[src/inc/ccu_pkg.sv]
// Overview of operation
// - Capture and compare use timer_a or timer_b
// - Timer select picks one of four mappings
// - Unit two uses portc_bit1_pin when selected
// - Alternate pin: porte_bit7 or portb_bit3 by mode and package
// - Capture copies selected timer into data pair
// - Capture on fall, rise, 4th, 16th rise
// - Capture sets sticky flag, software clears it
// - Newer capture overwrites unread value
// - Edge detect uses real pin level always
// - Prescaler cleared when off or not capturing
// - Prescaler switch keeps count, may flag
// - Compare match sets flag and acts on pin
// - Match drives high, low, toggles or nothing
// - Clearing control forces output latch low
// - Software interrupt mode only sets flag
// - Special event resets units one/two timer
// - Unit two special event starts conversion
// - Unit three special event equals interrupt mode
// - Capture mode codes 0100 to 0111
// - Compare codes 0010, 1000 to 1011
// - Code 0000 disables and resets unit
// - Data bytes and control are read/write
package ccu_pkg;

  // ---------------------------------------------------------------
  // Sizes and reset values
  // ---------------------------------------------------------------
  localparam int CCU_UNITS = 3;
  localparam logic [1:0] CCU_TSEL_RST = 2'h0;
  localparam logic [3:0] CCU_MODE_RST = 4'h0;
  localparam logic [15:0] CCU_DATA_RST = 16'h0000;
  localparam logic [3:0] CCU_PRESC_RST = 4'h0;

  // ---------------------------------------------------------------
  // Mode field codes
  // ---------------------------------------------------------------
  localparam logic [3:0] CCU_MODE_OFF = 4'h0;
  localparam logic [3:0] CCU_MODE_CMP_TOGGLE = 4'h2;
  localparam logic [3:0] CCU_MODE_CAP_FALL = 4'h4;
  localparam logic [3:0] CCU_MODE_CAP_RISE = 4'h5;
  localparam logic [3:0] CCU_MODE_CAP_RISE4 = 4'h6;
  localparam logic [3:0] CCU_MODE_CAP_RISE16 = 4'h7;
  localparam logic [3:0] CCU_MODE_CMP_SET = 4'h8;
  localparam logic [3:0] CCU_MODE_CMP_CLR = 4'h9;
  localparam logic [3:0] CCU_MODE_CMP_SWINT = 4'ha;
  localparam logic [3:0] CCU_MODE_CMP_SPECIAL = 4'hb;
  localparam logic [1:0] CCU_CAP_CLASS = 2'h1;

  // ---------------------------------------------------------------
  // Prescaler terminal counts
  // ---------------------------------------------------------------
  localparam logic [1:0] CCU_PRESC4_LAST = 2'h3;
  localparam logic [3:0] CCU_PRESC16_LAST = 4'hf;

  // ---------------------------------------------------------------
  // Software write port selectors
  // ---------------------------------------------------------------
  localparam logic [1:0] CCU_SEL_CTRL = 2'h0;
  localparam logic [1:0] CCU_SEL_LOW = 2'h1;
  localparam logic [1:0] CCU_SEL_HIGH = 2'h2;

  // Software write to one unit register
  typedef struct packed {
    logic wr;
    logic [1:0] unit;
    logic [1:0] sel;
    logic [7:0] data;
  } ccu_sw_write_t;

  // State of one unit
  typedef struct packed {
    logic [3:0] mode;
    logic [15:0] data;
    logic flag;
    logic out_latch;
    logic pin_prev;
    logic eq_prev;
    logic [3:0] presc;
  } ccu_unit_t;

  // Whole block state
  typedef struct packed {
    ccu_unit_t [CCU_UNITS-1:0] unit;
    logic timer_a_reset;
    logic timer_b_reset;
    logic adc_start;
  } ccu_state_t;

  // True when unit idx takes its time base from timer_b
  function automatic logic ccu_uses_timer_b(input logic [1:0] sel, input logic [1:0] idx);
    logic r;
    r = 1'b0;
    case (sel)
      2'h0: r = 1'b0;
      2'h1: r = (idx != 2'h0);
      2'h2: r = (idx == 2'h2);
      2'h3: r = 1'b1;
    endcase
    return r;
  endfunction

endpackage

[src/hdl/ccu_capture_compare_units.sv]
`timescale 1ns/1ps
module ccu_capture_compare_units import ccu_pkg::*; (
  // Clock and reset
  input wire logic sys_clk,
  input wire logic rst_b,
  // Shared time bases and their select bits
  input wire logic [15:0] timer_a_count,
  input wire logic [15:0] timer_b_count,
  input wire logic [1:0] timer_select,
  // Device configuration for unit two routing
  input wire logic alt_pin_select_cfg,
  input wire logic micro_mode,
  input wire logic pins80_device,
  // Software register writes and flag clears
  input wire ccu_sw_write_t sw_write,
  input wire logic [CCU_UNITS-1:0] flag_clear,
  input wire logic [CCU_UNITS-1:0] unit_event_irq_enable,
  // Pin levels as seen on the pads
  input wire logic unit1_pin_in,
  input wire logic portc_bit1_pin_in,
  input wire logic porte_bit7_pin_in,
  input wire logic portb_bit3_pin_in,
  input wire logic unit3_pin_in,
  // A/D converter status
  input wire logic adc_enabled,
  // Register readback
  output logic [CCU_UNITS-1:0][3:0] unit_control,
  output logic [CCU_UNITS-1:0][15:0] unit_data_pair,
  // Event flags and interrupt requests
  output logic [CCU_UNITS-1:0] unit_event_flag,
  output logic [CCU_UNITS-1:0] unit_event_irq,
  // Compare output latches and ownership of the pin
  output logic [CCU_UNITS-1:0] unit_pin_out,
  output logic [CCU_UNITS-1:0] unit_pin_own,
  output logic portc_bit1_pin_own,
  output logic porte_bit7_pin_own,
  output logic portb_bit3_pin_own,
  // Special event triggers
  output logic timer_a_reset,
  output logic timer_b_reset,
  output logic adc_start
);

  // ---------------------------------------------------------------
  // Declarations
  // ---------------------------------------------------------------
  ccu_state_t st; // Registered state
  ccu_state_t next_st; // Next state
  logic unit2_level; // Routed level of unit two pin
  logic use_porte; // Alternate location is porte_bit7
  logic [CCU_UNITS-1:0] pin_level; // Pad levels per unit
  logic [CCU_UNITS-1:0][15:0] tbase; // Selected time base per unit
  logic [CCU_UNITS-1:0] cap_v; // Capture event this cycle
  logic [CCU_UNITS-1:0] match_v; // Compare match this cycle
  logic [CCU_UNITS-1:0] rise_v; // Rising edge this cycle
  logic [CCU_UNITS-1:0] ctrl_wr_v; // Control write to unit this cycle

  // ---------------------------------------------------------------
  // Pin routing
  // ---------------------------------------------------------------
  // Microcontroller mode and small packages only have porte_bit7
  assign use_porte = micro_mode | ~pins80_device;
  always_comb begin
    if (alt_pin_select_cfg) begin
      unit2_level = portc_bit1_pin_in;
    end else if (use_porte) begin
      unit2_level = porte_bit7_pin_in;
    end else begin
      unit2_level = portb_bit3_pin_in;
    end
  end
  // Pad level, not the output latch, feeds edge detection
  assign pin_level = {unit3_pin_in, unit2_level, unit1_pin_in};

  // ---------------------------------------------------------------
  // Next state
  // ---------------------------------------------------------------
  // Order inside a unit: hardware events first, then software,
  // then capture data so a capture beats a byte write
  always_comb begin
    logic [3:0] m;
    logic lvl;
    logic fall;
    logic is_cap;
    logic is_cmp;
    logic eq;
    logic sel_b;
    logic [3:0] nm;
    m = CCU_MODE_RST;
    lvl = 1'b0;
    fall = 1'b0;
    is_cap = 1'b0;
    is_cmp = 1'b0;
    eq = 1'b0;
    sel_b = 1'b0;
    nm = CCU_MODE_RST;
    next_st = st;
    next_st.timer_a_reset = 1'b0;
    next_st.timer_b_reset = 1'b0;
    next_st.adc_start = 1'b0;
    for (int i = 0; i < CCU_UNITS; i++) begin
      m = st.unit[i].mode;
      lvl = pin_level[i];
      sel_b = ccu_uses_timer_b(timer_select, 2'(i));
      // Capture and compare never look at the PWM time base
      tbase[i] = sel_b ? timer_b_count : timer_a_count;
      rise_v[i] = ~st.unit[i].pin_prev & lvl;
      fall = st.unit[i].pin_prev & ~lvl;
      next_st.unit[i].pin_prev = lvl;
      is_cap = (m[3:2] == CCU_CAP_CLASS);
      is_cmp = (m == CCU_MODE_CMP_TOGGLE) || (m == CCU_MODE_CMP_SET) || (m == CCU_MODE_CMP_CLR) ||
               (m == CCU_MODE_CMP_SWINT) || (m == CCU_MODE_CMP_SPECIAL);
      // Capture prescaler counts rising edges only while capturing
      if (is_cap) begin
        if (rise_v[i]) begin
          next_st.unit[i].presc = st.unit[i].presc + 4'h1;
        end
      end else begin
        next_st.unit[i].presc = CCU_PRESC_RST;
      end
      // Event select; a prescaler switch keeps the running count
      unique case (m)
        CCU_MODE_CAP_FALL: cap_v[i] = fall;
        CCU_MODE_CAP_RISE: cap_v[i] = rise_v[i];
        CCU_MODE_CAP_RISE4: cap_v[i] = rise_v[i] & (st.unit[i].presc[1:0] == CCU_PRESC4_LAST);
        CCU_MODE_CAP_RISE16: cap_v[i] = rise_v[i] & (st.unit[i].presc == CCU_PRESC16_LAST);
        default: cap_v[i] = 1'b0;
      endcase
      // Match fires once as the timer arrives at the register value
      eq = (tbase[i] == st.unit[i].data);
      next_st.unit[i].eq_prev = eq;
      match_v[i] = is_cmp & eq & ~st.unit[i].eq_prev;
      if (match_v[i]) begin
        unique case (m)
          CCU_MODE_CMP_TOGGLE: next_st.unit[i].out_latch = ~st.unit[i].out_latch;
          CCU_MODE_CMP_SET: next_st.unit[i].out_latch = 1'b1;
          CCU_MODE_CMP_CLR: next_st.unit[i].out_latch = 1'b0;
          CCU_MODE_CMP_SPECIAL: begin
            // Unit three has no trigger and behaves as interrupt mode
            if (i < 2) begin
              next_st.timer_a_reset = next_st.timer_a_reset | ~sel_b;
              next_st.timer_b_reset = next_st.timer_b_reset | sel_b;
            end
            if (i == 1) begin
              next_st.adc_start = adc_enabled;
            end
          end
          default: begin
            // Software interrupt mode leaves the latch alone
            next_st.unit[i].out_latch = st.unit[i].out_latch;
          end
        endcase
      end
      // Sticky flag: a new event wins over a clear in the same cycle
      if (cap_v[i] | match_v[i]) begin
        next_st.unit[i].flag = 1'b1;
      end else if (flag_clear[i]) begin
        next_st.unit[i].flag = 1'b0;
      end
      // Software writes to the unit registers
      ctrl_wr_v[i] = sw_write.wr && (sw_write.unit == 2'(i)) && (sw_write.sel == CCU_SEL_CTRL);
      if (ctrl_wr_v[i]) begin
        nm = sw_write.data[3:0];
        next_st.unit[i].mode = nm;
        if (nm == CCU_MODE_OFF) begin
          // Disable resets the unit but not the port data latch
          next_st.unit[i].out_latch = 1'b0;
          next_st.unit[i].presc = CCU_PRESC_RST;
        end else if (nm == CCU_MODE_CMP_SET) begin
          next_st.unit[i].out_latch = 1'b0;
        end else if (nm == CCU_MODE_CMP_CLR) begin
          next_st.unit[i].out_latch = 1'b1;
        end
      end
      if (sw_write.wr && (sw_write.unit == 2'(i)) && (sw_write.sel == CCU_SEL_LOW)) begin
        next_st.unit[i].data[7:0] = sw_write.data;
      end
      if (sw_write.wr && (sw_write.unit == 2'(i)) && (sw_write.sel == CCU_SEL_HIGH)) begin
        next_st.unit[i].data[15:8] = sw_write.data;
      end
      // Unprotected overwrite of whatever was captured before
      if (cap_v[i]) begin
        next_st.unit[i].data = tbase[i];
      end
    end
  end

  // ---------------------------------------------------------------
  // State register
  // ---------------------------------------------------------------
  always_ff @(posedge sys_clk or negedge rst_b) begin
    if (!rst_b) begin
      st <= '0;
    end else begin
      st <= next_st;
    end
  end

  // ---------------------------------------------------------------
  // Outputs
  // ---------------------------------------------------------------
  // Ownership decodes registered mode; interrupt mode hands back
  // the pin to the port latch
  always_comb begin
    for (int i = 0; i < CCU_UNITS; i++) begin
      unit_control[i] = st.unit[i].mode;
      unit_data_pair[i] = st.unit[i].data;
      unit_event_flag[i] = st.unit[i].flag;
      unit_event_irq[i] = st.unit[i].flag & unit_event_irq_enable[i];
      unit_pin_out[i] = st.unit[i].out_latch;
      unit_pin_own[i] = (st.unit[i].mode == CCU_MODE_CMP_TOGGLE) || (st.unit[i].mode == CCU_MODE_CMP_SET) ||
                        (st.unit[i].mode == CCU_MODE_CMP_CLR);
    end
  end
  assign portc_bit1_pin_own = unit_pin_own[1] & alt_pin_select_cfg;
  assign porte_bit7_pin_own = unit_pin_own[1] & ~alt_pin_select_cfg & use_porte;
  assign portb_bit3_pin_own = unit_pin_own[1] & ~alt_pin_select_cfg & ~use_porte;
  assign timer_a_reset = st.timer_a_reset;
  assign timer_b_reset = st.timer_b_reset;
  assign adc_start = st.adc_start;

  for (genvar g = 0; g < CCU_UNITS; g++) begin : g_chk

  end
endmodule // ccu_capture_compare_units

[config.mk]
export PLATFORM = sky130hd
export DESIGN_NAME = ccu_capture_compare_units
export DESIGN_NICKNAME = d
export VERILOG_FILES = /design/src/inc/ccu_pkg.sv /design/src/hdl/ccu_capture_compare_units.sv
export SDC_FILE = /design/constraint.sdc
export NUM_CORES = 1
export LEC_CHECK = 0
export ABC_AREA = 1
export ABC_CLOCK_PERIOD_IN_PS = 1800
export BUFFER_PORTS_ARGS = -buffer_cell sky130_fd_sc_hd__buf_4
export CORE_AREA = 4 4 121 123
export CTS_CLUSTER_DIAMETER = 60
export DETAILED_ROUTE_END_ITERATION = 16
export DIE_AREA = 0 0 125 127
export PLACE_DENSITY = 0.74
export SETUP_SLACK_MARGIN = 0.3
export SYNTH_ARGS = -nofsm -noshare
export SYNTH_HDL_FRONTEND = slang
export SYNTH_SLANG_ARGS = --single-unit
[constraint.sdc]
create_clock -name sys_clk -period 1.8 [get_ports sys_clk]
set_input_delay 0.27 -clock sys_clk [delete_from_list [all_inputs] [get_ports sys_clk]]
set_output_delay 0.27 -clock sys_clk [all_outputs]
set_load 0.02 [all_outputs]
==> metrics.txt, run 1 <==
Max Clock Freq=0.549 GHz; Top delay family on crit path=flip-flops; Power per Cell Area=1100 nW/um2; Netlist cell types=36; Initial DRC Count=734; VDD IR max=0.771 mV; worst skew pair latency=360 ps; crit start category=flop; CTS Buffer Depth=2; DRT Wirelength=23,800 um; final setup margin=-21.4 ps; critical-path cell list=inv_1, nand4_1, o21ai_4, nand2_2, a21oi_2, buf_4; # fillers=1,082; wire length on met3=2120 um; DP Wirelength=16,400 um; Syn Area/Cell=6.48 um2; antenna viol nets, final=0; failing checks=setup timing; die area=15,900 um2; sum of buffers and inverters on the critical path=2; grt ovf=0; Switching Fraction=43.1%; Hold Crit Start=unit1_pin_in; dpl ws=-170 ps; core area=13,700 um2; Post-Syn Area=6420 um2; Setup CP Type=reg -> out; Post-Synthesis Cells=991; top layer in use=met4; Pint=5.98 mW; I/O Buffers=141; Leak Pwr=4.91 nW; status=finished, violations left; Synth Register Bits=87; Area Growth Syn to Fin=48.7%; Hold Path Sink=st[8]; WHS Path Cells=1; clock share of power=17.6%; Clk pin slew, worst setup/hold paths=70 ps; initial antenna violation count=0; Die X=125 um; Die Span Y=127 um; register share of total power=31.4%; GRT Total Usage=27.9%; CTS Buf Count=9; root buf cell=clkbuf_16; Worst setup EP type=output pin; minimum clock period=1820 ps; unrepaired setup endpoints after global routing=yes; fin util=69.9%; met1 WL=9290 um; Max Cap Viol=0; H-tree levels=3; Gate power share=51.0%; r2r worst-path depth=11; largest net degree at the start of global routing=37; commonest cells after routing, fill and taps aside=nand2_1 (318), buf_4 (247), inv_1 (98); CP max stage delay=400 ps; reg2reg start=unit_control[0]; starting density of the core=47.0%; vias=7,427; CTS tree=yes; final-report max-slew violation count=0; Setup Viol. Count Final=1; routed wire length per instance=17.0 um; DRC=0; slowest CP cell=dfrtp_1; switching power=4.52 mW; routed wl met2=11,200 um; synth warn=0; Clock Skews=6.61 ps; Ports=142; arrival time at the worst endpoint=1550 ps; post-DR vias/cell=5.33; vias in the first global route=6,839; 1st-pass router iterations=6; GPL Wtd Cong=0.920; count of final hold-check violations=0; critical-path maximum fanout=4; first-pass GRT wire length=35,100 um; row count=43; reg-to-reg critical path endpoint=unit_data_pair[10]; Hold WC Path Type=in -> reg; commonest non-fill, non-tap cell in the layout=nand2_1; share of cells above drive strength 1=40.7%; Period Utilization, post-route=101%; Post-Syn Nets=1,058; CP required=1530 ps; Rel. slew slack=63.3%; reg2reg setup slack=20 ps; antenna fix cells=0; Clock Sinks=87; Slew @ Worst Pin=551 ps; Final nets=1,276; sequential share of the synthesized area=33.9%
==> cell usage after synthesis <==
cell / n / area (um2)
a211o_1: 1 / 8.76
a211oi_1: 1 / 7.51
a21oi_1: 12 / 60.1
a41oi_1: 1 / 8.76
and2_1: 1 / 6.26
buf_2: 10 / 50.1
buf_4: 74 / 556
buf_6: 1 / 11.3
clkbuf_1: 6 / 22.5
clkinv_1: 2 / 7.51
dfrtp_1: 87 / 2180
ha_1: 3 / 37.5
inv_1: 116 / 435
inv_2: 5 / 18.8
nand2_1: 387 / 1450
nand2_2: 2 / 12.5
nand3_1: 70 / 350
nand3_2: 1 / 10.0
nand3b_1: 13 / 97.6
nand4_1: 14 / 87.6
nor2_1: 79 / 297
nor2_2: 5 / 31.3
nor2_4: 1 / 11.3
nor3_1: 2 / 10.0
nor4_1: 2 / 12.5
o211ai_1: 38 / 285
o21a_1: 3 / 22.5
o21ai_0: 26 / 130
o21ai_1: 9 / 45.0
o21ai_2: 2 / 17.5
o21bai_1: 1 / 7.51
o221ai_1: 1 / 8.76
o311ai_0: 2 / 17.5
or2_2: 2 / 12.5
xnor2_1: 6 / 52.6
xor2_1: 5 / 43.8
==> flip-flops by register name, summed over array words and instances (netlist names) <==
name / flops
st: 18
unit_event_flag: 3
unit_data_pair: 48
unit_control: 12
timer_b_reset: 1
timer_a_reset: 1
unit_pin_out: 3
adc_start: 1
==> per-layer routing <==
metal | track usage (%) | up-vias
met5 | 0 | -
met4 | 12.1 | 0
met3 | 7.15 | 82
met2 | 44.9 | 375
met1 | 35.7 | 3463
li1 | - | 3507
==> per-stage QoR <==
step / hold WS (ps) / power [mW] / cell area, um2 / cells / TNS (ps)
after floorplan: -25.6 / 6.58 / 6680 / 991 / 0
after global placement: 283 / 7.64 / 7970 / 1311 / -1370
after detailed placement: 291 / 7.69 / 7970 / 1311 / -2100
after CTS: 17.3 / 10.0 / 9050 / 1368 / -83.5
after global routing: 11.7 / 11.1 / 9550 / 1394 / -987
final: 24.0 / 10.5 / 9550 / 1394 / -21.4
==> worst max-delay path by stage <==
stage / from / to / slack [ps] / cells past startpoint
floorplan: st[8] / unit_data_pair[11] / 150 / 11
global placement: timer_select[1] / unit_pin_out[2] / -160 / 16
detailed placement: timer_select[1] / unit_pin_out[2] / -170 / 16
CTS: unit_control[7] / porte_bit7_pin_own / -60 / 8
global route: unit_control[7] / porte_bit7_pin_own / -80 / 7
finish: unit_control[4] / porte_bit7_pin_own / -20 / 6
==> layout make-up <==
cell class	instances	area, um2	share of cell area [%]
clock inverters	6	43.8	0.459
flip-flops and latches	87	2180	22.9
inverters	123	484	5.07
clock buffers	10	239	2.50
multi-input cells	692	3840	40.3
well taps	180	225	2.36
repair buffers	296	2530	26.5
==> worst register-to-register path, stage by stage, from the launching register on <==
cell      delay, ps
dfrtp_2         430
nand2_2          90
a21oi_2         120
nand3b_1        150
o311ai_2        120
nand2_1         150
buf_6           140
clkinv_8         70
buf_12          140
buf_8           130
nand2_2          50
o211ai_1         70
==> cells by family (layout without fill, tap and decap cells) <==
group	after synthesis	after routing	share of synthesized area, %
AO/OA/AOI/OAI	97	97	9.64
adder cells (fa/ha/maj)	3	3	0.585
buffers and inverters	214	435	17.1
flip-flops	87	87	33.9
XOR/XNOR	11	11	1.50
AND/OR/NAND/NOR	579	581	37.2
==> timing repair <==
| action | CTS | global route |
|---|---|---|
| pin swaps | 45 | 77 |
| endpoints found under the setup margin | 62 | 65 |
| hold buffers | 1 | 0 |
| resized for setup | 129 | 93 |
| setup buffers | 35 | 25 |
| endpoints found under the hold margin | 33 | 0 |
| cloned | 5 | 1 |
==> power by group through the flow <==
stage | combinational [mW] | sequential (mW) | clock, mW
2_1_floorplan | 3.57 | 3.01 | 0
3_3_place_gp | 4.39 | 3.26 | 0
3_5_place_dp | 4.43 | 3.26 | 0
4_1_cts | 4.92 | 3.23 | 1.86
5_1_grt | 5.77 | 3.38 | 1.94
6_report | 5.36 | 3.30 | 1.85
No activity file was read; power rests on OpenSTA's default activity.
==> run 2, diff against run 1 <==
- CORE_AREA: 4 4 121 123 -> 4 4 128 130
- DIE_AREA: 0 0 125 127 -> 0 0 132 134
- PLACE_DENSITY: 0.74 -> 0.67
- RECOVER_POWER: unset -> 50
==> metrics.txt, run 2 (synthesized netlist as in run 1, its figures left out) <==
antenna fix cells=0; initial antenna violation count=0; Slew @ Worst Pin=876 ps; Max Cap Viol=0; Clk pin slew, worst setup/hold paths=70 ps; arrival time at the worst endpoint=1590 ps; Die Span Y=134 um; VDD IR max=0.627 mV; Clock Sinks=87; final instance area=9810 um2; I/O Buffers=141; Final nets=1,310; Area Growth Syn to Fin=52.7%; Pint=5.89 mW; Most common cell on crit path=buf_6; row count=45; Clock Skews=9.47 ps; GRT Total Usage=26.4%; antenna viol nets, final=0; grt ovf=0; area post-placement=8000 um2; CTS Buffer Depth=2; routed wire length per instance=17.3 um; CTS Buf Count=9; first-pass GRT wire length=37,000 um; placed instance count=1,327; Ports=142; starting density of the core=42.4%; crit start category=flop; sum of buffers and inverters on the critical path=3; commonest cells after routing, fill and taps aside=nand2_1 (322), buf_4 (219), inv_1 (103); final setup margin=-63.1 ps; CP required=1530 ps; clock share of power=17.8%; post-route non-filler standard cell count=1,436; slowest CP cell=dfrtp_1; commonest non-fill, non-tap cell in the layout=nand2_1; Period Utilization, post-route=104%; Max Clock Freq=0.537 GHz; count of final hold-check violations=0; DRC=0; switching power=4.54 mW; vias=7,620; minimum clock period=1860 ps; register share of total power=31.4%; die area=17,700 um2; # fillers=1,259; H-tree levels=3; dpl ws=-207 ps; Die X=132 um; core area=15,100 um2; critical-path cell list=inv_2, buf_6, nand4_1, o21ai_4, nand2_2, a21oi_2, buf_6; max FFs per register=48; Setup CP Type=reg -> out; Rel. slew slack=41.6%; DRT Wirelength=24,900 um; CP max stage delay=400 ps; Worst setup EP type=output pin; critical-path maximum fanout=4; Multi-input gate area=3960 um2; share of cells above drive strength 1=39.2%; CTS tree=yes; Leak Pwr=5.01 nW; DP Wirelength=16,900 um; Setup Viol. Count Final=6; Top delay family on crit path=flip-flops; unrepaired setup endpoints after global routing=yes; Reg area=2180 um2; worst skew pair latency=350 ps; setup TNS=-189 ps; 1st-pass router iterations=5; Worst path depth=7; WHS Path Cells=1; post-DR vias/cell=5.31; GPL Wtd Cong=0.952; r2r worst-path depth=13; largest net degree at the start of global routing=34; Power per Cell Area=1060 nW/um2; status=finished, violations left; Switching Fraction=43.5%; failing checks=setup timing; root buf cell=clkbuf_16; reg2reg setup slack=-10 ps; Gate power share=50.7%; Initial DRC Count=671; vias in the first global route=7,318; final-report max-slew violation count=0; Hold WC Path Type=in -> reg
## run 2: cell count changes in the layout (fill, tap and decap cells not counted), sizes merged
cell    change
o21ai       +1
nand2       +2
clkbuf     +40
nand3       +2
buf        -11
## run 2: stage by stage
stage | utilization, % | hold WS (ps) | power, mW
2_1_floorplan | - | -25.6 | 6.58
3_3_place_gp | 52.8 | 254 | 7.68
3_5_place_dp | 52.8 | 253 | 7.73
4_1_cts | 62.2 | 21.1 | 10.2
5_1_grt | 64.7 | 49.8 | 11.0
6_report | 64.7 | 50.9 | 10.4
## run 2: final timing paths
kind,startpoint,to
max in group asynchronous,rst_b,unit_data_pair[43]
setup reg to reg,unit_control[7],unit_data_pair[25]
setup / recovery,unit_control[7],porte_bit7_pin_own
hold / removal,unit3_pin_in,st[64]
min in group asynchronous,rst_b,unit_control[7]
hold reg to reg,unit_data_pair[44],unit_data_pair[44]
## run 2: area by class of cell
class	count	share of cell area, %
clock inverter	5	0.332
sequential	87	22.3
inverter	123	4.94
clock buffer	11	2.58
multi-input combinational	697	40.4
tap	188	2.40
timing repair inverter	1	0.0766
timing repair buffer	324	27.0
## run 2: power by group through the flow
stage	clock (mW)	combinational, mW	sequential (mW)
finish	1.86	5.29	3.28
global route	1.94	5.73	3.36
CTS	1.87	5.12	3.23
detailed placement	0	4.47	3.27
global placement	0	4.41	3.26
floorplan	0	3.57	3.01
## run 2: per-layer routing
layer	track usage [%]	vias up	share of wire [%]	routed length, um
met5	0	-	0	0
met3	3.86	99	7.8	1930
li1	-	3591	-	-
met1	33.7	3548	40	10000
met2	43.3	382	47	11600
met4	14.1	0	5.3	1320
## run 2: timing repair
| item | 4_1_cts | 5_1_grt |
|---|---|---|
| hold endpoints to repair | 31 | 0 |
| gates cloned | 9 | 3 |
| hold buffers | 1 | 0 |
| gates resized for setup | 147 | 101 |
| setup buffers | 61 | 19 |
| setup endpoints to repair | 63 | 68 |
| pin swaps | 59 | 67 |
## run 2: worst reg2reg max path: stages (launching register included)
cell and delay [ps]:
dfrtp_1 370, inv_2 50, buf_4 120, buf_4 120, nand2_1 80, inv_2 50, a41oi_1 150, nand3b_1 110
buf_6 150, buf_6 120, nand3_4 130, nor2_2 60, nand2_1 90, nand3_1 80
==> run 3, diff against run 2 <==
- RECOVER_POWER: 50 -> unset
==> metrics.txt, run 3 (synthesized netlist as in run 1, its figures left out) <==
status=finished, violations left; failing checks=setup timing; switching power=4.56 mW; CP required=1530 ps; area post-placement=8000 um2; H-tree levels=3; CTS Buf Count=9; CTS tree=yes; final setup margin=-66.9 ps; antenna fix cells=0; crit start category=flop; 1st-pass router iterations=6; Setup Viol. Count Final=7; vias=7,630; Die Span Y=134 um; Ports=142; initial antenna violation count=0; Clk pin slew, worst setup/hold paths=70 ps; CP max stage delay=400 ps; Max Clock Freq=0.536 GHz; die area=17,700 um2; Max Cap Viol=0; core area=15,100 um2; total power=10.7 mW; post-DR vias/cell=5.31; first-pass GRT wire length=37,000 um; Most common cell on crit path=buf_6; Area Growth Syn to Fin=55.0%; Worst setup EP type=output pin; antenna viol nets, final=0; final instance area=9960 um2; Final nets=1,310; Hold WC Path Type=in -> reg; Rel. slew slack=62.7%; minimum clock period=1870 ps; routed wire length per instance=17.4 um; GRT Total Usage=26.4%; row count=45; Switching Fraction=42.7%; Setup CP Type=reg -> out; sum of buffers and inverters on the critical path=3; commonest cells after routing, fill and taps aside=nand2_1 (322), buf_4 (257), inv_1 (103); fin util=65.7%; vias in the first global route=7,318; count of final hold-check violations=0; commonest non-fill, non-tap cell in the layout=nand2_1; DRT Wirelength=24,900 um; starting density of the core=42.4%; Initial DRC Count=721; DP Wirelength=16,900 um; Leak Pwr=5.15 nW; unrepaired setup endpoints after global routing=yes; Pint=6.11 mW; clock share of power=17.5%; Die X=132 um; Slew @ Worst Pin=558 ps; Clock Skews=9.87 ps; DRC=0; largest net degree at the start of global routing=34; final hold slack=32.6 ps; final-report max-slew violation count=0; Gate power share=51.7%; arrival time at the worst endpoint=1600 ps; critical-path cell list=inv_2, buf_6, nand4_1, o21ai_4, nand2_2, a21oi_2, buf_6; share of cells above drive strength 1=42.1%; max FFs per register=48; Clock Sinks=87; Top delay family on crit path=flip-flops; register share of total power=30.8%; critical-path maximum fanout=4; slowest CP cell=dfrtp_1; I/O Buffers=141; Period Utilization, post-route=104%; worst skew pair latency=360 ps; GPL Wtd Cong=0.952; CTS Buffer Depth=2; grt ovf=0; VDD IR max=0.627 mV; root buf cell=clkbuf_16; Power per Cell Area=1070 nW/um2
-- run 3: worst register-to-register path: stages (launching register included) --
cell      delay, ps
dfrtp_1         370
inv_2            50
buf_4           120
buf_4           120
nand2_1          80
inv_2            60
a41oi_1         150
nand3b_1        110
buf_6           150
buf_6           120
nand3_4         130
nor2_2           60
nand2_1          80
nand3_1          90
-- run 3: stage by stage --
stage	setup WS, ps	std cells	TNS (ps)
floorplan	147	991	0
global route	-135	1436	-2200
global placement	-180	1327	-2380
finish	-66.9	1436	-205
CTS	-19.5	1414	-19.5
detailed placement	-207	1327	-3030
-- run 3: path summary, 6_finish.rpt --
kind / from / to / slack, ps / cells after the start
max reg2reg: unit_control[7] / unit_data_pair[22] / -10 / 13
max: unit_control[7] / porte_bit7_pin_own / -70 / 7
max in group asynchronous: rst_b / unit_control[1] / 660 / 3
min: unit1_pin_in / st[8] / 30 / 1
min in group asynchronous: rst_b / unit_control[7] / 420 / 2
min reg2reg: unit_data_pair[44] / unit_data_pair[44] / 550 / 2
-- run 3: per-layer routing --
layer	vias up	part of all wire, %	global-route usage [%]
met5	-	0	0
met4	0	5.4	14.1
met3	94	7.6	3.86
met2	376	47	43.3
met1	3567	40	33.7
li1	3593	-	-
-- run 3: what timing repair did --
item                       in CTS  in global routing
hold endpoints to repair       31                  0
buffers inserted               61                 19
hold buffers                    1                  0
setup endpoints to repair      63                 68
gates resized for setup       147                101
cloned                          9                  3
pin swaps                      59                 67
-- run 3: area by class of cell --
class / count / area (um2)
fillers: 1226 / 5190
multi-input cells: 697 / 3970
repair buffers: 324 / 2800
flip-flops and latches: 87 / 2180
inverters: 123 / 484
clock buffers: 11 / 253
well taps: 188 / 235
clock inverters: 5 / 32.5
repair inverters: 1 / 7.51
-- run 3: power by group through the flow --
stage	logic (mW)	clock network, mW	registers, mW
floorplan	3.57	0	3.01
global placement	4.41	0	3.26
detailed placement	4.47	0	3.27
CTS	5.12	1.87	3.23
global route	5.94	1.94	3.36
finish	5.51	1.86	3.29
